## src/hw/picr_pkg.sv

```systemverilog
// constants and state types for the posted interrupt clear registers
package picr_pkg;
    // ==========================================================
    // bank layout
    localparam int BANK_W = 8;
    localparam int NUM_BANKS = 3;
    localparam int IDX_W = 10;
    localparam int ADDR_W = 12;
    // ==========================================================
    // register indices (byte address is four times the index)
    localparam logic [9:0] IDX_SYS_CLR = 10'h0da;
    localparam logic [9:0] IDX_DIG_CLR = 10'h0db;
    localparam logic [9:0] IDX_MOD_CLR = 10'h0dc;
    localparam logic [9:0] IDX_MASK3 = 10'h0de;
    localparam logic [2:0][9:0] BANK_IDX = {IDX_MOD_CLR, IDX_DIG_CLR, IDX_SYS_CLR};
    // ==========================================================
    // defined bits per bank; system bank bit 3 is unused
    localparam logic [7:0] SYS_DEF_MASK = 8'hf7;
    localparam logic [7:0] DIG_DEF_MASK = 8'hff;
    localparam logic [7:0] MOD_DEF_MASK = 8'hff;
    localparam logic [2:0][7:0] BANK_DEF = {MOD_DEF_MASK, DIG_DEF_MASK, SYS_DEF_MASK};
    localparam logic [7:0] POSTED_RESET = 8'h00;
    // system bank source positions
    localparam int VARCLK3_BIT = 7;
    localparam int SLEEP_BIT = 6;
    localparam int PIN_BIT = 5;
    localparam int UNDERVOLTAGE_LOCKOUT_SRC_SRC_BIT = 4;
    localparam int ANALOG1_BIT = 2;
    localparam int ANALOG0_BIT = 1;
    localparam int VMON_BIT = 0;
    // modulator bank source positions
    localparam int MOD_LOW_BIT = 7;
    localparam int MOD_HIGH_BIT = 6;
    // ==========================================================
    // third mask register
    localparam int SWEN_BIT = 7;
    localparam logic SWEN_RESET = 1'b0;
    // ==========================================================
    // bus answers
    localparam logic [1:0] RESP_OKAY = 2'h0;
    localparam logic [1:0] RESP_SLVERR = 2'h2;
    localparam logic [31:0] RDATA_ZERO = 32'h0000_0000;

    typedef struct packed {
        logic [7:0] posted;
    } picr_bank_state_type;

    typedef struct packed {
        logic awGot;
        logic wGot;
        logic [9:0] wrIdx;
        logic [7:0] wrData;
        logic wrLane;
        logic bValid;
        logic [1:0] bResp;
        logic awReady;
        logic wReady;
        logic arReady;
        logic rValid;
        logic [31:0] rData;
        logic [1:0] rResp;
        logic swEn;
    } picr_top_state_type;
endpackage

```

## src/hw/picr_bank_if.sv

```systemverilog
// link between the register front end and one posted-interrupt bank
`timescale 1ns/1ns
`default_nettype none
interface picr_bank_if;
    logic wrStb;
    logic [7:0] wrData;
    logic swEn;
    logic clearAll;
    logic [7:0] srcEvt;
    logic [7:0] posted;
    modport ctrl (output wrStb, output wrData, output swEn, output clearAll,
                  output srcEvt, input posted);
    modport bank (input wrStb, input wrData, input swEn, input clearAll,
                  input srcEvt, output posted);
endinterface
`default_nettype wire

```

## src/hw/picr_post_bank.sv

```systemverilog
// one eight-bit bank of posted interrupt flags
`timescale 1ns/1ns
`default_nettype none
module picr_post_bank
    import picr_pkg::*;
#(
    parameter logic [7:0] DEF_MASK = 8'hff
) (
    input wire logic core_clk, // system clock
    input wire logic reset, // synchronous, active high
    picr_bank_if.bank port // strobes in, posted flags out
);
    picr_bank_state_type state_reg;
    picr_bank_state_type state_next;
    logic [7:0] setVec;
    logic [7:0] clrVec;

    // ==========================================================
    // next state
    always_comb begin
        state_next = state_reg;
        setVec = port.srcEvt;
        if (port.wrStb && port.swEn) begin
            setVec = setVec | port.wrData;
        end
        clrVec = 8'h00;
        if (port.wrStb && !port.swEn) begin
            clrVec = ~port.wrData;
        end
        if (port.clearAll) begin
            clrVec = 8'hff;
        end
        // set wins over clear; clearing an idle flag changes nothing
        state_next.posted = ((state_reg.posted & ~clrVec) | setVec) & DEF_MASK;
    end

    always_ff @(posedge core_clk) begin
        if (reset) begin
            state_reg <= '{posted: POSTED_RESET};
        end else begin
            state_reg <= state_next;
        end
    end

    assign port.posted = state_reg.posted;
endmodule
`default_nettype wire

```

## src/hw/picr_top.sv

```systemverilog
// register front end for the three posted interrupt clear registers
//
// Notes on behaviour
// - reading a clear register shows 1 where the source has a posted interrupt
// - with software posting off, a 0 bit clears that flag only
// - clearing a flag that is not posted changes nothing
// - with software posting on, a 1 bit posts that source's interrupt
// - 1 with posting off, or 0 with posting on, leaves the flag
// - system bank: clock3, sleep, pins, undervoltage, -, analog1, analog0, monitor
// - digital bank: comm r1p3,r1p2, basic r1p1,r1p0, comm r0p3,r0p2, basic r0p1,r0p0
// - modulator bank: low prio, high prio, then comparators 13 down to 8
// - all defined bits are read/write and come out of reset as 0
// - bit 7 of the third mask register turns software posting on
// - masking never stops a flag from being posted
`timescale 1ns/1ns
`default_nettype none
module picr_top
    import picr_pkg::*;
(
    input wire logic core_clk, // 50 MHz system clock
    input wire logic reset, // synchronous, active high
    input wire logic [11:0] s_axi_awaddr, // write address
    input wire logic s_axi_awvalid, // write address valid
    output logic s_axi_awready, // write address ready
    input wire logic [31:0] s_axi_wdata, // write data
    input wire logic [3:0] s_axi_wstrb, // write byte enables
    input wire logic s_axi_wvalid, // write data valid
    output logic s_axi_wready, // write data ready
    output logic [1:0] s_axi_bresp, // write response
    output logic s_axi_bvalid, // write response valid
    input wire logic s_axi_bready, // write response ready
    input wire logic [11:0] s_axi_araddr, // read address
    input wire logic s_axi_arvalid, // read address valid
    output logic s_axi_arready, // read address ready
    output logic [31:0] s_axi_rdata, // read data
    output logic [1:0] s_axi_rresp, // read response
    output logic s_axi_rvalid, // read data valid
    input wire logic s_axi_rready, // read data ready
    input wire logic [23:0] srcEvent, // one-cycle source events, bank 0 in low byte
    input wire logic clearAllReq, // controller-wide clear of posted flags
    output logic [23:0] postedIrq, // posted flags, bank 0 in low byte
    output logic softIrqEnable // software posting enable
);
    picr_top_state_type state_reg;
    picr_top_state_type state_next;
    logic [23:0] postedAll;
    logic wrFire;
    logic [NUM_BANKS-1:0] bankWr;
    logic [9:0] rdIdx;

    picr_bank_if bankIf[NUM_BANKS] ();

    // ==========================================================
    // banks
    genvar g;
    generate
        for (g = 0; g < NUM_BANKS; g++) begin : gBank
            assign bankIf[g].wrStb = bankWr[g];
            assign bankIf[g].wrData = state_reg.wrData;
            assign bankIf[g].swEn = state_reg.swEn;
            assign bankIf[g].clearAll = clearAllReq;
            // unused system position never receives an event
            assign bankIf[g].srcEvt = srcEvent[g*BANK_W +: BANK_W] & BANK_DEF[g];
            assign postedAll[g*BANK_W +: BANK_W] = bankIf[g].posted;
            assign bankWr[g] = wrFire && state_reg.wrLane && (state_reg.wrIdx == BANK_IDX[g]);
            picr_post_bank #(
                .DEF_MASK(BANK_DEF[g])
            ) picr_post_bank_inst (
                .core_clk(core_clk),
                .reset(reset),
                .port(bankIf[g])
            );
        end
    endgenerate

    assign wrFire = state_reg.awGot && state_reg.wGot && !state_reg.bValid;
    assign rdIdx = s_axi_araddr[11:2];

    // ==========================================================
    // decode helpers
    function automatic logic idxMapped(input logic [9:0] idx);
        logic hit;
        hit = (idx == IDX_MASK3);
        for (int b = 0; b < NUM_BANKS; b++) begin
            hit = hit | (idx == BANK_IDX[b]);
        end
        return hit;
    endfunction

    function automatic logic [31:0] readWord(input logic [9:0] idx, input logic [23:0] flags,
                                             input logic en);
        logic [31:0] word;
        word = RDATA_ZERO;
        for (int b = 0; b < NUM_BANKS; b++) begin
            if (idx == BANK_IDX[b]) begin
                word[7:0] = flags[b*BANK_W +: BANK_W];
            end
        end
        if (idx == IDX_MASK3) begin
            word[SWEN_BIT] = en;
        end
        return word;
    endfunction

    // ==========================================================
    // bus slave next state
    always_comb begin
        state_next = state_reg;
        if (s_axi_awvalid && state_reg.awReady) begin
            state_next.awGot = 1'b1;
            state_next.wrIdx = s_axi_awaddr[11:2];
        end
        if (s_axi_wvalid && state_reg.wReady) begin
            state_next.wGot = 1'b1;
            state_next.wrData = s_axi_wdata[7:0];
            state_next.wrLane = s_axi_wstrb[0];
        end
        if (state_reg.bValid && s_axi_bready) begin
            state_next.bValid = 1'b0;
        end
        if (wrFire) begin
            state_next.awGot = 1'b0;
            state_next.wGot = 1'b0;
            state_next.bValid = 1'b1;
            state_next.bResp = idxMapped(state_reg.wrIdx) ? RESP_OKAY : RESP_SLVERR;
            if (state_reg.wrLane && state_reg.wrIdx == IDX_MASK3) begin
                state_next.swEn = state_reg.wrData[SWEN_BIT];
            end
        end
        state_next.awReady = !state_next.awGot && !state_next.bValid;
        state_next.wReady = !state_next.wGot && !state_next.bValid;
        if (state_reg.rValid && s_axi_rready) begin
            state_next.rValid = 1'b0;
        end
        if (s_axi_arvalid && state_reg.arReady) begin
            state_next.rValid = 1'b1;
            state_next.rData = readWord(rdIdx, postedAll, state_reg.swEn);
            state_next.rResp = idxMapped(rdIdx) ? RESP_OKAY : RESP_SLVERR;
        end
        state_next.arReady = !state_next.rValid;
    end

    always_ff @(posedge core_clk) begin
        if (reset) begin
            state_reg <= '{
                awGot: 1'b0,
                wGot: 1'b0,
                wrIdx: 10'h000,
                wrData: 8'h00,
                wrLane: 1'b0,
                bValid: 1'b0,
                bResp: RESP_OKAY,
                awReady: 1'b0,
                wReady: 1'b0,
                arReady: 1'b0,
                rValid: 1'b0,
                rData: RDATA_ZERO,
                rResp: RESP_OKAY,
                swEn: SWEN_RESET
            };
        end else begin
            state_reg <= state_next;
        end
    end

    // ==========================================================
    // outputs
    assign s_axi_awready = state_reg.awReady;
    assign s_axi_wready = state_reg.wReady;
    assign s_axi_bvalid = state_reg.bValid;
    assign s_axi_bresp = state_reg.bResp;
    assign s_axi_arready = state_reg.arReady;
    assign s_axi_rvalid = state_reg.rValid;
    assign s_axi_rdata = state_reg.rData;
    assign s_axi_rresp = state_reg.rResp;
    assign postedIrq = postedAll;
    assign softIrqEnable = state_reg.swEn;
endmodule
`default_nettype wire

```

## config.mk

```make
export PLATFORM = sky130hd
export DESIGN_NAME = picr_top
export DESIGN_NICKNAME = d
export VERILOG_FILES = /design/src/hw/picr_pkg.sv /design/src/hw/picr_bank_if.sv /design/src/hw/picr_post_bank.sv /design/src/hw/picr_top.sv
export SDC_FILE = /design/constraint.sdc
export NUM_CORES = 1
export LEC_CHECK = 0
export BUFFER_PORTS_ARGS = -buffer_cell sky130_fd_sc_hd__buf_2
export CAP_MARGIN = 40
export CORE_UTILIZATION = 50
export CTS_CLUSTER_DIAMETER = 30
export DETAILED_ROUTE_END_ITERATION = 12
export PLACE_DENSITY_LB_ADDON = 0.08
export SLEW_MARGIN = 20
export SYNTH_ARGS = -nofsm -noshare
export SYNTH_HDL_FRONTEND = slang
export SYNTH_HIERARCHICAL = 1
export SYNTH_SLANG_ARGS = --single-unit
```

## constraint.sdc

```tcl
create_clock -name core_clk -period 6.3 [get_ports core_clk]
set_clock_uncertainty 0.05 [all_clocks]
set_input_delay 0.315 -clock core_clk [delete_from_list [all_inputs] [get_ports core_clk]]
set_output_delay 0.315 -clock core_clk [all_outputs]
set_load 0.1 [all_outputs]
```

==> reports/qor.txt, run 1 <==
DP Cell Count = 528
Register area share after synthesis = 38.00%
Hold_buf cts = 0
Number of H-tree levels = 3
Synth Area in XOR/XNOR = 0%
Cell Rows = 28
Clock-pin slew on the worst setup and hold paths = 0.08 ns
Die X = 81.51 um
Post-CTS setup buffer count = 0
CTS Buf Count = 9
TritonRoute pass-1 iters = 4
Final Max Tran Viols = 0
Maximum ir drop on the vdd rail = 140.5 uV
Port buffer count = 98
Startpoint types = flip-flop
Die ar. = 6643 um2
Max_cap viols = 0
PwrDens = 285.6 nW/um2
Initial Util = 52.45%
Final setup TNS = 0 ns
Share of layout cells above drive strength 1 = 29.64%
Worst Path Required = 6.45 ns
Setup-failing EPs final = 0
Worst path arrival time = 2.45 ns
CTS Root Cell = clkbuf_8
FMAX = 434.8 MHz
Final hold vios = 0
DR iter-0 viols = 158
Final Power = 1.072 mW
Slew HR = 57.80%
Worst-Margin Slew = 0.6330 ns
Post-synthesis mux area share = 2.811%
Global placement routability congestion = 0.7186
Register area = 1201 um2
Synth Area in Simple Gates = 28.94%
Nets = 556
Post-DR vias/cell = 5.388
Final period utilization = 36.50%
WHS = 0.1558 ns
Syn. warnings = 6
Initial antenna violation count = 0
Yosys cell types = 35
Syn Area/Cell = 8.339 um2
Element type at the critical path end = flip-flop
Synth Area in Compound Gates = 18.25%
Total grt overflow = 0
Clk_lat worst skew = 0.34 ns
RSZ-0062 raised after global routing = no
Post-Route Utilization = 62.27%
GRT Overall Usage = 24.60%
HPWL after detailed placement = 5606 um
Layout area overhead = 18.73%
Via count = 2931
Largest net degree at the start of global routing = 39
Commonest non-fill, non-tap cell in the layout = buf_2
Status = completed
Commonest non-fill, non-tap cells in the layout = buf_2 (98), dfxtp_1 (60), nand2_1 (50)
Finished Layout Cells = 544
Max Root-Sink Buffers = 2
Hold Crit Class = primary input to flip-flop
Die Ht = 81.51 um
Critical path fanouts, max = 8
First-pass GRT wire length = 12240 um
Synth Area in Adders = 0%
Worst reg2reg path depth = 8
# fillers = 555
Crit Path Class = flip-flop to flip-flop
# IOs = 158
DR DRC count = 0
Post-CTS sizing = 0
Post-synthesis cell area = 3161 um2
Max reg flops = 23
Post-synthesis cell count = 379
Per-cell routed wire length = 14.37 um
Largest family of logic cells by synthesized area = simple AND/OR/NAND/NOR gates
CTS tree = yes
Post-Route WL = 7818 um
Hold path depth = 3
CTS Sinks = 60
Vias in the first global route = 2479
Final ANT Viol Nets = 0
Ant diodes = 0
Period minus WS final = 2.300 ns
Post-synthesis register bit count = 60
Core area = 6026 um2
Leak = 1.504 nW
Multi-input gate area = 1693 um2
[worst max-delay path, cell delays in order, from the launching register on]
cell and delay [ns]:
dfxtp_1 0.34, nand3b_1 0.24, nor3_1 0.29, nand3b_1 0.15, nor2_1 0.46, buf_4 0.26
nand2b_1 0.07, a211oi_1 0.24, nor3_1 0.07
[worst paths after layout]
kind                                                            end                  startpoint  slack [ns]
max          gBank[0].picr_post_bank_inst/port.posted[5]$_SDFF_PP0_     s_axi_bvalid$_SDFF_PP0_        4.00
min                                      state_reg[54]$_SDFFE_PP0P_             s_axi_awaddr[5]        0.16
max reg2reg  gBank[0].picr_post_bank_inst/port.posted[5]$_SDFF_PP0_     s_axi_bvalid$_SDFF_PP0_        4.00
min reg2reg                              state_reg[54]$_SDFFE_PP0P_  state_reg[54]$_SDFFE_PP0P_        0.41
[per-layer routing]
metal / up-vias / track usage, % / wire length (um)
met5: - / 0 / 0
met1: 1354 / 34.45 / 3699
met2: 106 / 37.33 / 3512
li1: 1458 / - / -
met4: 0 / 9.286 / 130
met3: 13 / 4.444 / 475
[stage by stage]
stage	worst slack (ns)	instance area [um2]
6_report	4.000	3752
5_1_grt	3.753	3752
4_1_cts	4.020	3752
3_5_place_dp	4.057	3536
3_3_place_gp	3.913	3501
2_1_floorplan	3.780	3254
[logic make-up after synthesis]
family / after synthesis
simple gates: 172
mux: 8
flops: 60
buf+inv: 56
other cells: 2
compound gates: 81
[cell usage after synthesis]
cell type | instances | area [um2]
nor2b_1 | 25 | 156.4
nor3_1 | 27 | 135.1
nor2_2 | 1 | 6.260
o21ai_0 | 4 | 20.02
nand4bb_1 | 1 | 11.26
nand3b_1 | 3 | 22.52
nand3_1 | 7 | 35.03
nand4b_1 | 1 | 8.760
a211oi_2 | 4 | 50.05
buf_1 | 4 | 15.01
nand4_1 | 1 | 6.260
buf_6 | 3 | 33.78
nand4b_2 | 1 | 15.01
nor4_4 | 1 | 21.27
a21oi_1 | 21 | 105.1
o2111ai_1 | 1 | 8.760
or3b_4 | 1 | 11.26
and2_1 | 3 | 18.77
nor2_1 | 18 | 67.56
mux2_2 | 7 | 78.83
nor4_1 | 4 | 25.02
and3_1 | 1 | 6.260
a311oi_1 | 8 | 70.07
or3_1 | 1 | 6.260
nand2_1 | 50 | 187.7
mux2i_1 | 1 | 10.01
inv_1 | 2 | 7.510
clkbuf_1 | 10 | 37.54
conb_1 | 2 | 7.510
nand2b_1 | 21 | 131.4
a211oi_1 | 43 | 322.8
nand2b_2 | 4 | 35.03
and2b_1 | 1 | 7.510
buf_4 | 37 | 277.8
dfxtp_1 | 60 | 1201
[final cells by class]
type | instances | area share (%)
clock buffers | 10 | 3.401
clock inverters | 6 | 2.367
inverters | 2 | 0.2001
multi-input cells | 288 | 45.11
flip-flops and latches | 60 | 32.01
well taps | 75 | 2.501
repair buffers | 103 | 14.40
[report_power, final]
group / switching (mW) / internal (mW)
registers: 0.0171 / 0.400
logic: 0.219 / 0.0517
clock network: 0.162 / 0.223
Power figures use the tool's default switching activity.
==> run 2, diff against run 1 <==
--- a/config.mk
+++ b/config.mk
@@ -5,9 +5,10 @@
 export SDC_FILE = /design/constraint.sdc
 export NUM_CORES = 1
 export LEC_CHECK = 0
+export ABC_AREA = 1
 export BUFFER_PORTS_ARGS = -buffer_cell sky130_fd_sc_hd__buf_2
 export CAP_MARGIN = 40
-export CORE_UTILIZATION = 50
+export CORE_UTILIZATION = 48
 export CTS_CLUSTER_DIAMETER = 30
 export DETAILED_ROUTE_END_ITERATION = 12
 export PLACE_DENSITY_LB_ADDON = 0.08
==> constraint.sdc (replaced) <==
create_clock -name core_clk -period 2.4 [get_ports core_clk]
set_clock_uncertainty 0.05 [all_clocks]
set_input_delay 0.12 -clock core_clk [delete_from_list [all_inputs] [get_ports core_clk]]
set_output_delay 0.12 -clock core_clk [all_outputs]
set_load 0.1 [all_outputs]
==> run 2 against run 1 <==
- non-clock buffer count increased by 17
- wire length increased by 9.2%
- cell area increased by 13%
- largest cell class unchanged
- critical path type unchanged
==> reports/qor.txt, run 2 <==
FMAX = 574.7 MHz
Leading post-synthesis cells by cell area = dfxtp_1 (34%), inv_1 (12%), nor2_1 (9.3%)
Max Root-Sink Buffers = 2
Worst path arrival time = 1.96 ns
Number of flops mapped to enable cells by yosys = 0
Clk_lat worst skew = 0.35 ns
Syn. warnings = 6
Vias in the first global route = 2918
Startpoint types = flip-flop
Largest net degree at the start of global routing = 31
Post-synthesis register bit count = 60
Clk network pwr share = 34.3%
Max_cap viols = 0
Via count = 3382
Multi-input gate area = 1546 um2
Crit Path Class = flip-flop to flip-flop
Period minus WS final = 1.740 ns
Post-CTS sizing = 0
Clock-pin slew on the worst setup and hold paths = 0.07 ns
Worst path slowest cell = dfxtp_1
Port buffer count = 98
Cell-internal power = 1.795 mW
Final hold vios = 0
Initial antenna violation count = 0
Post-synthesis cell area = 3505 um2
CTS Buf Count = 9
Die Ht = 87.45 um
Final Power = 2.924 mW
CP max stage delay = 0.34 ns
Combinational Power Share = 27.2%
Reg power frac = 38.5%
Layout area overhead = 20.85%
Cells along the critical path = nand4_1, nor3_1, nand2_1, nor3_1, buf_4, nand3_1, nand2_1, inv_1, a21oi_1
Yosys cell types = 29
Top post-synthesis cells by count = inv_1 (113), nor2_1 (87), nand2_1 (73)
Nets = 734
Initial Util = 50.74%
PwrDens = 690.4 nW/um2
Post-DR vias/cell = 4.552
Worst Path Required = 2.62 ns
Maximum ir drop on the vdd rail = 316.9 uV
CTS Root Cell = clkbuf_8
Die ar. = 7647 um2
Commonest non-fill, non-tap cells in the layout = inv_1 (113), buf_2 (98), nor2_1 (87)
CTS tree = yes
Cell Rows = 30
# IOs = 158
CP delay by family, top = simple AND/OR/NAND/NOR gates
HPWL after detailed placement = 6113 um
Switching power = 1.129 mW
Register area share after synthesis = 34.27%
DR iter-0 viols = 182
Per-cell routed wire length = 11.49 um
Status = completed
Syn Area/Cell = 6.466 um2
First-pass GRT wire length = 13410 um
Sw Share = 38.60%
Post-synthesis cell count = 542
Core area = 6907 um2
Most frequent cell after synthesis = inv_1
Commonest non-fill, non-tap cell in the layout = inv_1
RSZ-0062 raised after global routing = no
Final Max Tran Viols = 0
Post-Route WL = 8539 um
Leak = 2.142 nW
Die X = 87.45 um
DR DRC count = 0
Total grt overflow = 0
# fillers = 721
FFs w/ async S/R, synth = 0%
Final period utilization = 72.50%
Number of H-tree levels = 3
Global placement routability congestion = 0.8774
WP buf/inv = 2
Critical path fanouts, max = 16
Register area = 1201 um2
Leading area contributor after synthesis = dfxtp_1
Yosys top cell area share = 34.27%
Setup-failing EPs final = 0
Post-CTS setup buffer count = 0
GRT Overall Usage = 22.92%
TritonRoute pass-1 iters = 4
Share of layout cells above drive strength 1 = 22.57%
Max reg flops = 23
CTS Sinks = 60
Hold Crit Class = primary input to flip-flop
Final setup TNS = 0 ns
Ant diodes = 0
Final ANT Viol Nets = 0
Top FF cell, synth = dfxtp_1
Element type at the critical path end = flip-flop
## run 2: worst paths after layout
check | startpoint | endpoint | slack, ns | cells after the start
worst max-delay path | state_reg[58]$_SDFFE_PP0P_ | gBank[2].picr_post_bank_inst/port.posted[3]$_SDFF_PP0_ | 0.66 | 9
worst max register to register | state_reg[58]$_SDFFE_PP0P_ | gBank[2].picr_post_bank_inst/port.posted[3]$_SDFF_PP0_ | 0.66 | 9
worst min register to register | state_reg[56]$_SDFFE_PP0P_ | state_reg[56]$_SDFFE_PP0P_ | 0.41 | 2
worst min-delay path | s_axi_wstrb[0] | state_reg[42]$_SDFFE_PP0P_ | 0.02 | 3
## run 2: through the flow
| stage | utilization [%] | cell area, um2 | hold slack [ns] | setup WS (ns) | std cells |
|---|---|---|---|---|---|
| after detailed placement | 55.72 | 3849 | 0.3248 | 0.6742 | 710 |
| after global placement | 55.72 | 3849 | 0.3191 | 0.7132 | 710 |
| final | 61.32 | 4235 | 0.01887 | 0.6600 | 743 |
| after CTS | 61.32 | 4235 | 0.01129 | 0.6547 | 743 |
| after global routing | 61.32 | 4235 | 0.04654 | 0.4199 | 743 |
| after floorplan | - | 3598 | 0.1391 | 0.1904 | 567 |
## run 2: repair_timing
action | 4_1_cts | 5_1_grt
hold buffers | 17 | 0
setup endpoints to repair | 0 | 0
endpoints found under the hold margin | 17 | 0
## run 2: power by group through the flow
stage | clock network [mW] | registers (mW) | logic [mW]
5_1_grt | 1.05 | 1.14 | 0.847
4_1_cts | 1.02 | 1.13 | 0.795
2_1_floorplan | 0 | 1.35 | 0.470
3_5_place_dp | 0 | 1.15 | 0.772
3_3_place_gp | 0 | 1.15 | 0.766
6_report | 1.00 | 1.13 | 0.795
## run 2: routing by layer
| layer | wire length (um) | GRT usage (%) | up-vias |
|---|---|---|---|
| met5 | 0 | 0 | - |
| met4 | 107 | 7.750 | 0 |
| met3 | 496 | 4.265 | 9 |
| met2 | 3884 | 37.50 | 114 |
| met1 | 4050 | 30.29 | 1480 |
| li1 | - | - | 1779 |
## run 2: cell families (layout without fill, tap and decap cells)
| logic type | count (synthesis) | after routing | synth area share, % |
|---|---|---|---|
| buffers and inverters | 176 | 256 | 24.46 |
| other | 2 | 27 | 0.2143 |
| AO/OA/AOI/OAI | 68 | 68 | 10.60 |
| AND/OR/NAND/NOR | 236 | 236 | 30.45 |
| flip-flops | 60 | 60 | 34.27 |
## run 2: worst register-to-register path, cell delays in order, from the launching register on
cell and delay [ns]:
dfxtp_1 0.34, nand4_1 0.17, nor3_1 0.23, nand2_1 0.13, nor3_1 0.16, buf_4 0.25, nand3_1 0.10, nand2_1 0.09
inv_1 0.04, a21oi_1 0.11
## run 2: layout make-up
class	count	area share, %
multi-input combinational	331	36.51
timing repair buffer	120	16.48
clock buffer	10	3.013
tap	96	2.836
inverter	120	10.69
sequential	60	28.36
clock inverter	6	2.097
==> run 3, diff against run 2 <==
==> constraint.sdc (replaced) <==
create_clock -name core_clk -period 1.8 [get_ports core_clk]
set_clock_uncertainty 0.05 [all_clocks]
set_input_delay 0.09 -clock core_clk [delete_from_list [all_inputs] [get_ports core_clk]]
set_output_delay 0.09 -clock core_clk [all_outputs]
set_load 0.1 [all_outputs]
==> run 3 against run 2 <==
- via count increased by 3.6%
- die area unchanged
- first-iteration DRC count increased by 16%
- largest power group unchanged
==> reports/qor.txt, run 3 (synthesis results as in run 2) <==
Sw Share = 38.50%
Commonest non-fill, non-tap cells in the layout = inv_1 (110), buf_2 (98), nor2_1 (85)
Post-DR vias/cell = 4.647
CTS Root Cell = clkbuf_8
Initial antenna violation count = 0
Worst Path Required = 2.00 ns
Met2 Wirelength = 4195 um
Setup-failing EPs final = 0
DR iter-0 viols = 211
Commonest non-fill, non-tap cell in the layout = inv_1
Fin area = 4449 um2
M1 WL = 4007 um
Die Ht = 87.45 um
Combinational Power Share = 28.4%
Register area = 1205 um2
Final hold vios = 0
GRT Overall Usage = 23.25%
Max Root-Sink Buffers = 2
WP buf/inv = 5
Period minus WS final = 1.727 ns
Critical path fanouts, max = 7
Final setup TNS = 0 ns
Nets = 747
CTS Buf Count = 9
DP Cell Count = 714
Layout area overhead = 26.95%
CP delay by family, top = simple AND/OR/NAND/NOR gates
Dpl ws = 0.08036 ns
Largest net degree at the start of global routing = 31
Final ANT Viol Nets = 0
Fin worst setup slack = 0.07258 ns
RSZ-0062 raised after global routing = yes
Leak = 2.223 nW
Die X = 87.45 um
Die ar. = 7647 um2
Vias in the first global route = 2928
Cell repeated most along the worst path = nor2_4
Clk network pwr share = 31.7%
Cell Rows = 30
TritonRoute pass-1 iters = 4
HPWL after detailed placement = 6102 um
# fillers = 668
Area after DPL = 3916 um2
Status = completed
Final period utilization = 95.97%
FMAX = 578.9 MHz
Element type at the critical path end = flip-flop
Switching power = 1.455 mW
Hold Crit Class = primary input to flip-flop
Number of H-tree levels = 3
Port buffer count = 98
CTS Sinks = 60
Post-Route WL = 8903 um
Crit Path Class = flip-flop to flip-flop
Max_cap viols = 0
# IOs = 158
Clk_lat worst skew = 0.33 ns
Initial Util = 50.74%
Cells along the critical path = nand2_2, nor2_4, inv_2, nor2_4, inv_4, nor4_4, buf_4, clkbuf_16, nand3_1, nand2_1, inv_1, a21oi_1
Cell-internal power = 2.325 mW
Share of layout cells above drive strength 1 = 26.29%
Via count = 3504
CP max stage delay = 0.34 ns
Worst path arrival time = 1.93 ns
Core area = 6907 um2
Final Max Tran Viols = 0
Multi-input gate area = 1615 um2
DR DRC count = 0
Per-cell routed wire length = 11.81 um
CTS tree = yes
Highest routed layer = met4
Final Power = 3.780 mW
Ant diodes = 0
Reg power frac = 39.9%
Max reg flops = 23
Clock-pin slew on the worst setup and hold paths = 0.07 ns
Met3 routed WL = 602 um
Worst path slowest cell = dfxtp_2
Maximum ir drop on the vdd rail = 417.0 uV
Global placement routability congestion = 0.8868
Startpoint types = flip-flop
First-pass GRT wire length = 13620 um
Total grt overflow = 0
Finished Layout Cells = 754
PwrDens = 849.6 nW/um2
==> run 3: through the flow <==
step	utilization [%]	hold WS (ns)
2_1_floorplan	-	0.1091
3_3_place_gp	56.70	0.2864
3_5_place_dp	56.70	0.2913
4_1_cts	62.21	0.01161
5_1_grt	64.42	0.02714
6_report	64.42	0.02451
==> run 3: final cells by class <==
| class | count | area share [%] |
|---|---|---|
| clock buffers | 12 | 3.487 |
| clock inverters | 2 | 0.7874 |
| well taps | 96 | 2.700 |
| multi-input cells | 331 | 36.30 |
| repair buffers | 133 | 19.40 |
| inverters | 120 | 10.24 |
| flip-flops and latches | 60 | 27.08 |
==> run 3: worst paths after layout <==
check                        startpoint                                                endpoint  slack, ns  cells past startpoint
max reg2reg    state_reg[62]$_SDFF_PP0_  gBank[0].picr_post_bank_inst/port.posted[2]$_SDFF_PP0_       0.07                     12
max            state_reg[62]$_SDFF_PP0_  gBank[0].picr_post_bank_inst/port.posted[2]$_SDFF_PP0_       0.07                     12
min reg2reg  state_reg[56]$_SDFFE_PP0P_                              state_reg[56]$_SDFFE_PP0P_       0.41                      2
min                        srcEvent[10]  gBank[1].picr_post_bank_inst/port.posted[2]$_SDFF_PP0_       0.02                      5
==> run 3: power by group through the flow <==
stage	registers (mW)	logic (mW)	clock network [mW]
floorplan	1.81	0.626	0
global placement	1.53	1.03	0
detailed placement	1.53	1.03	0
CTS	1.50	1.07	1.22
global route	1.52	1.14	1.29
finish	1.51	1.08	1.20
==> run 3: worst min-delay path, cell delays in order <==
cell	delay, ns
buf_2	0.07
inv_1	0.03
nand2_1	0.05
inv_1	0.04
a21oi_2	0.09
==> run 3: repair_timing <==
item / CTS / global route
endpoints found under the setup margin: 0 / 15
hold buffers: 19 / 0
setup buffers: 0 / 4
resized for setup: 0 / 26
hold endpoints to repair: 19 / 0
==> run 3: per-layer routing <==
layer	track usage, %	vias up
li1	-	1811
met1	32.40	1552
met2	35.80	133
met5	0	-
met3	5.024	8
met4	7.154	0
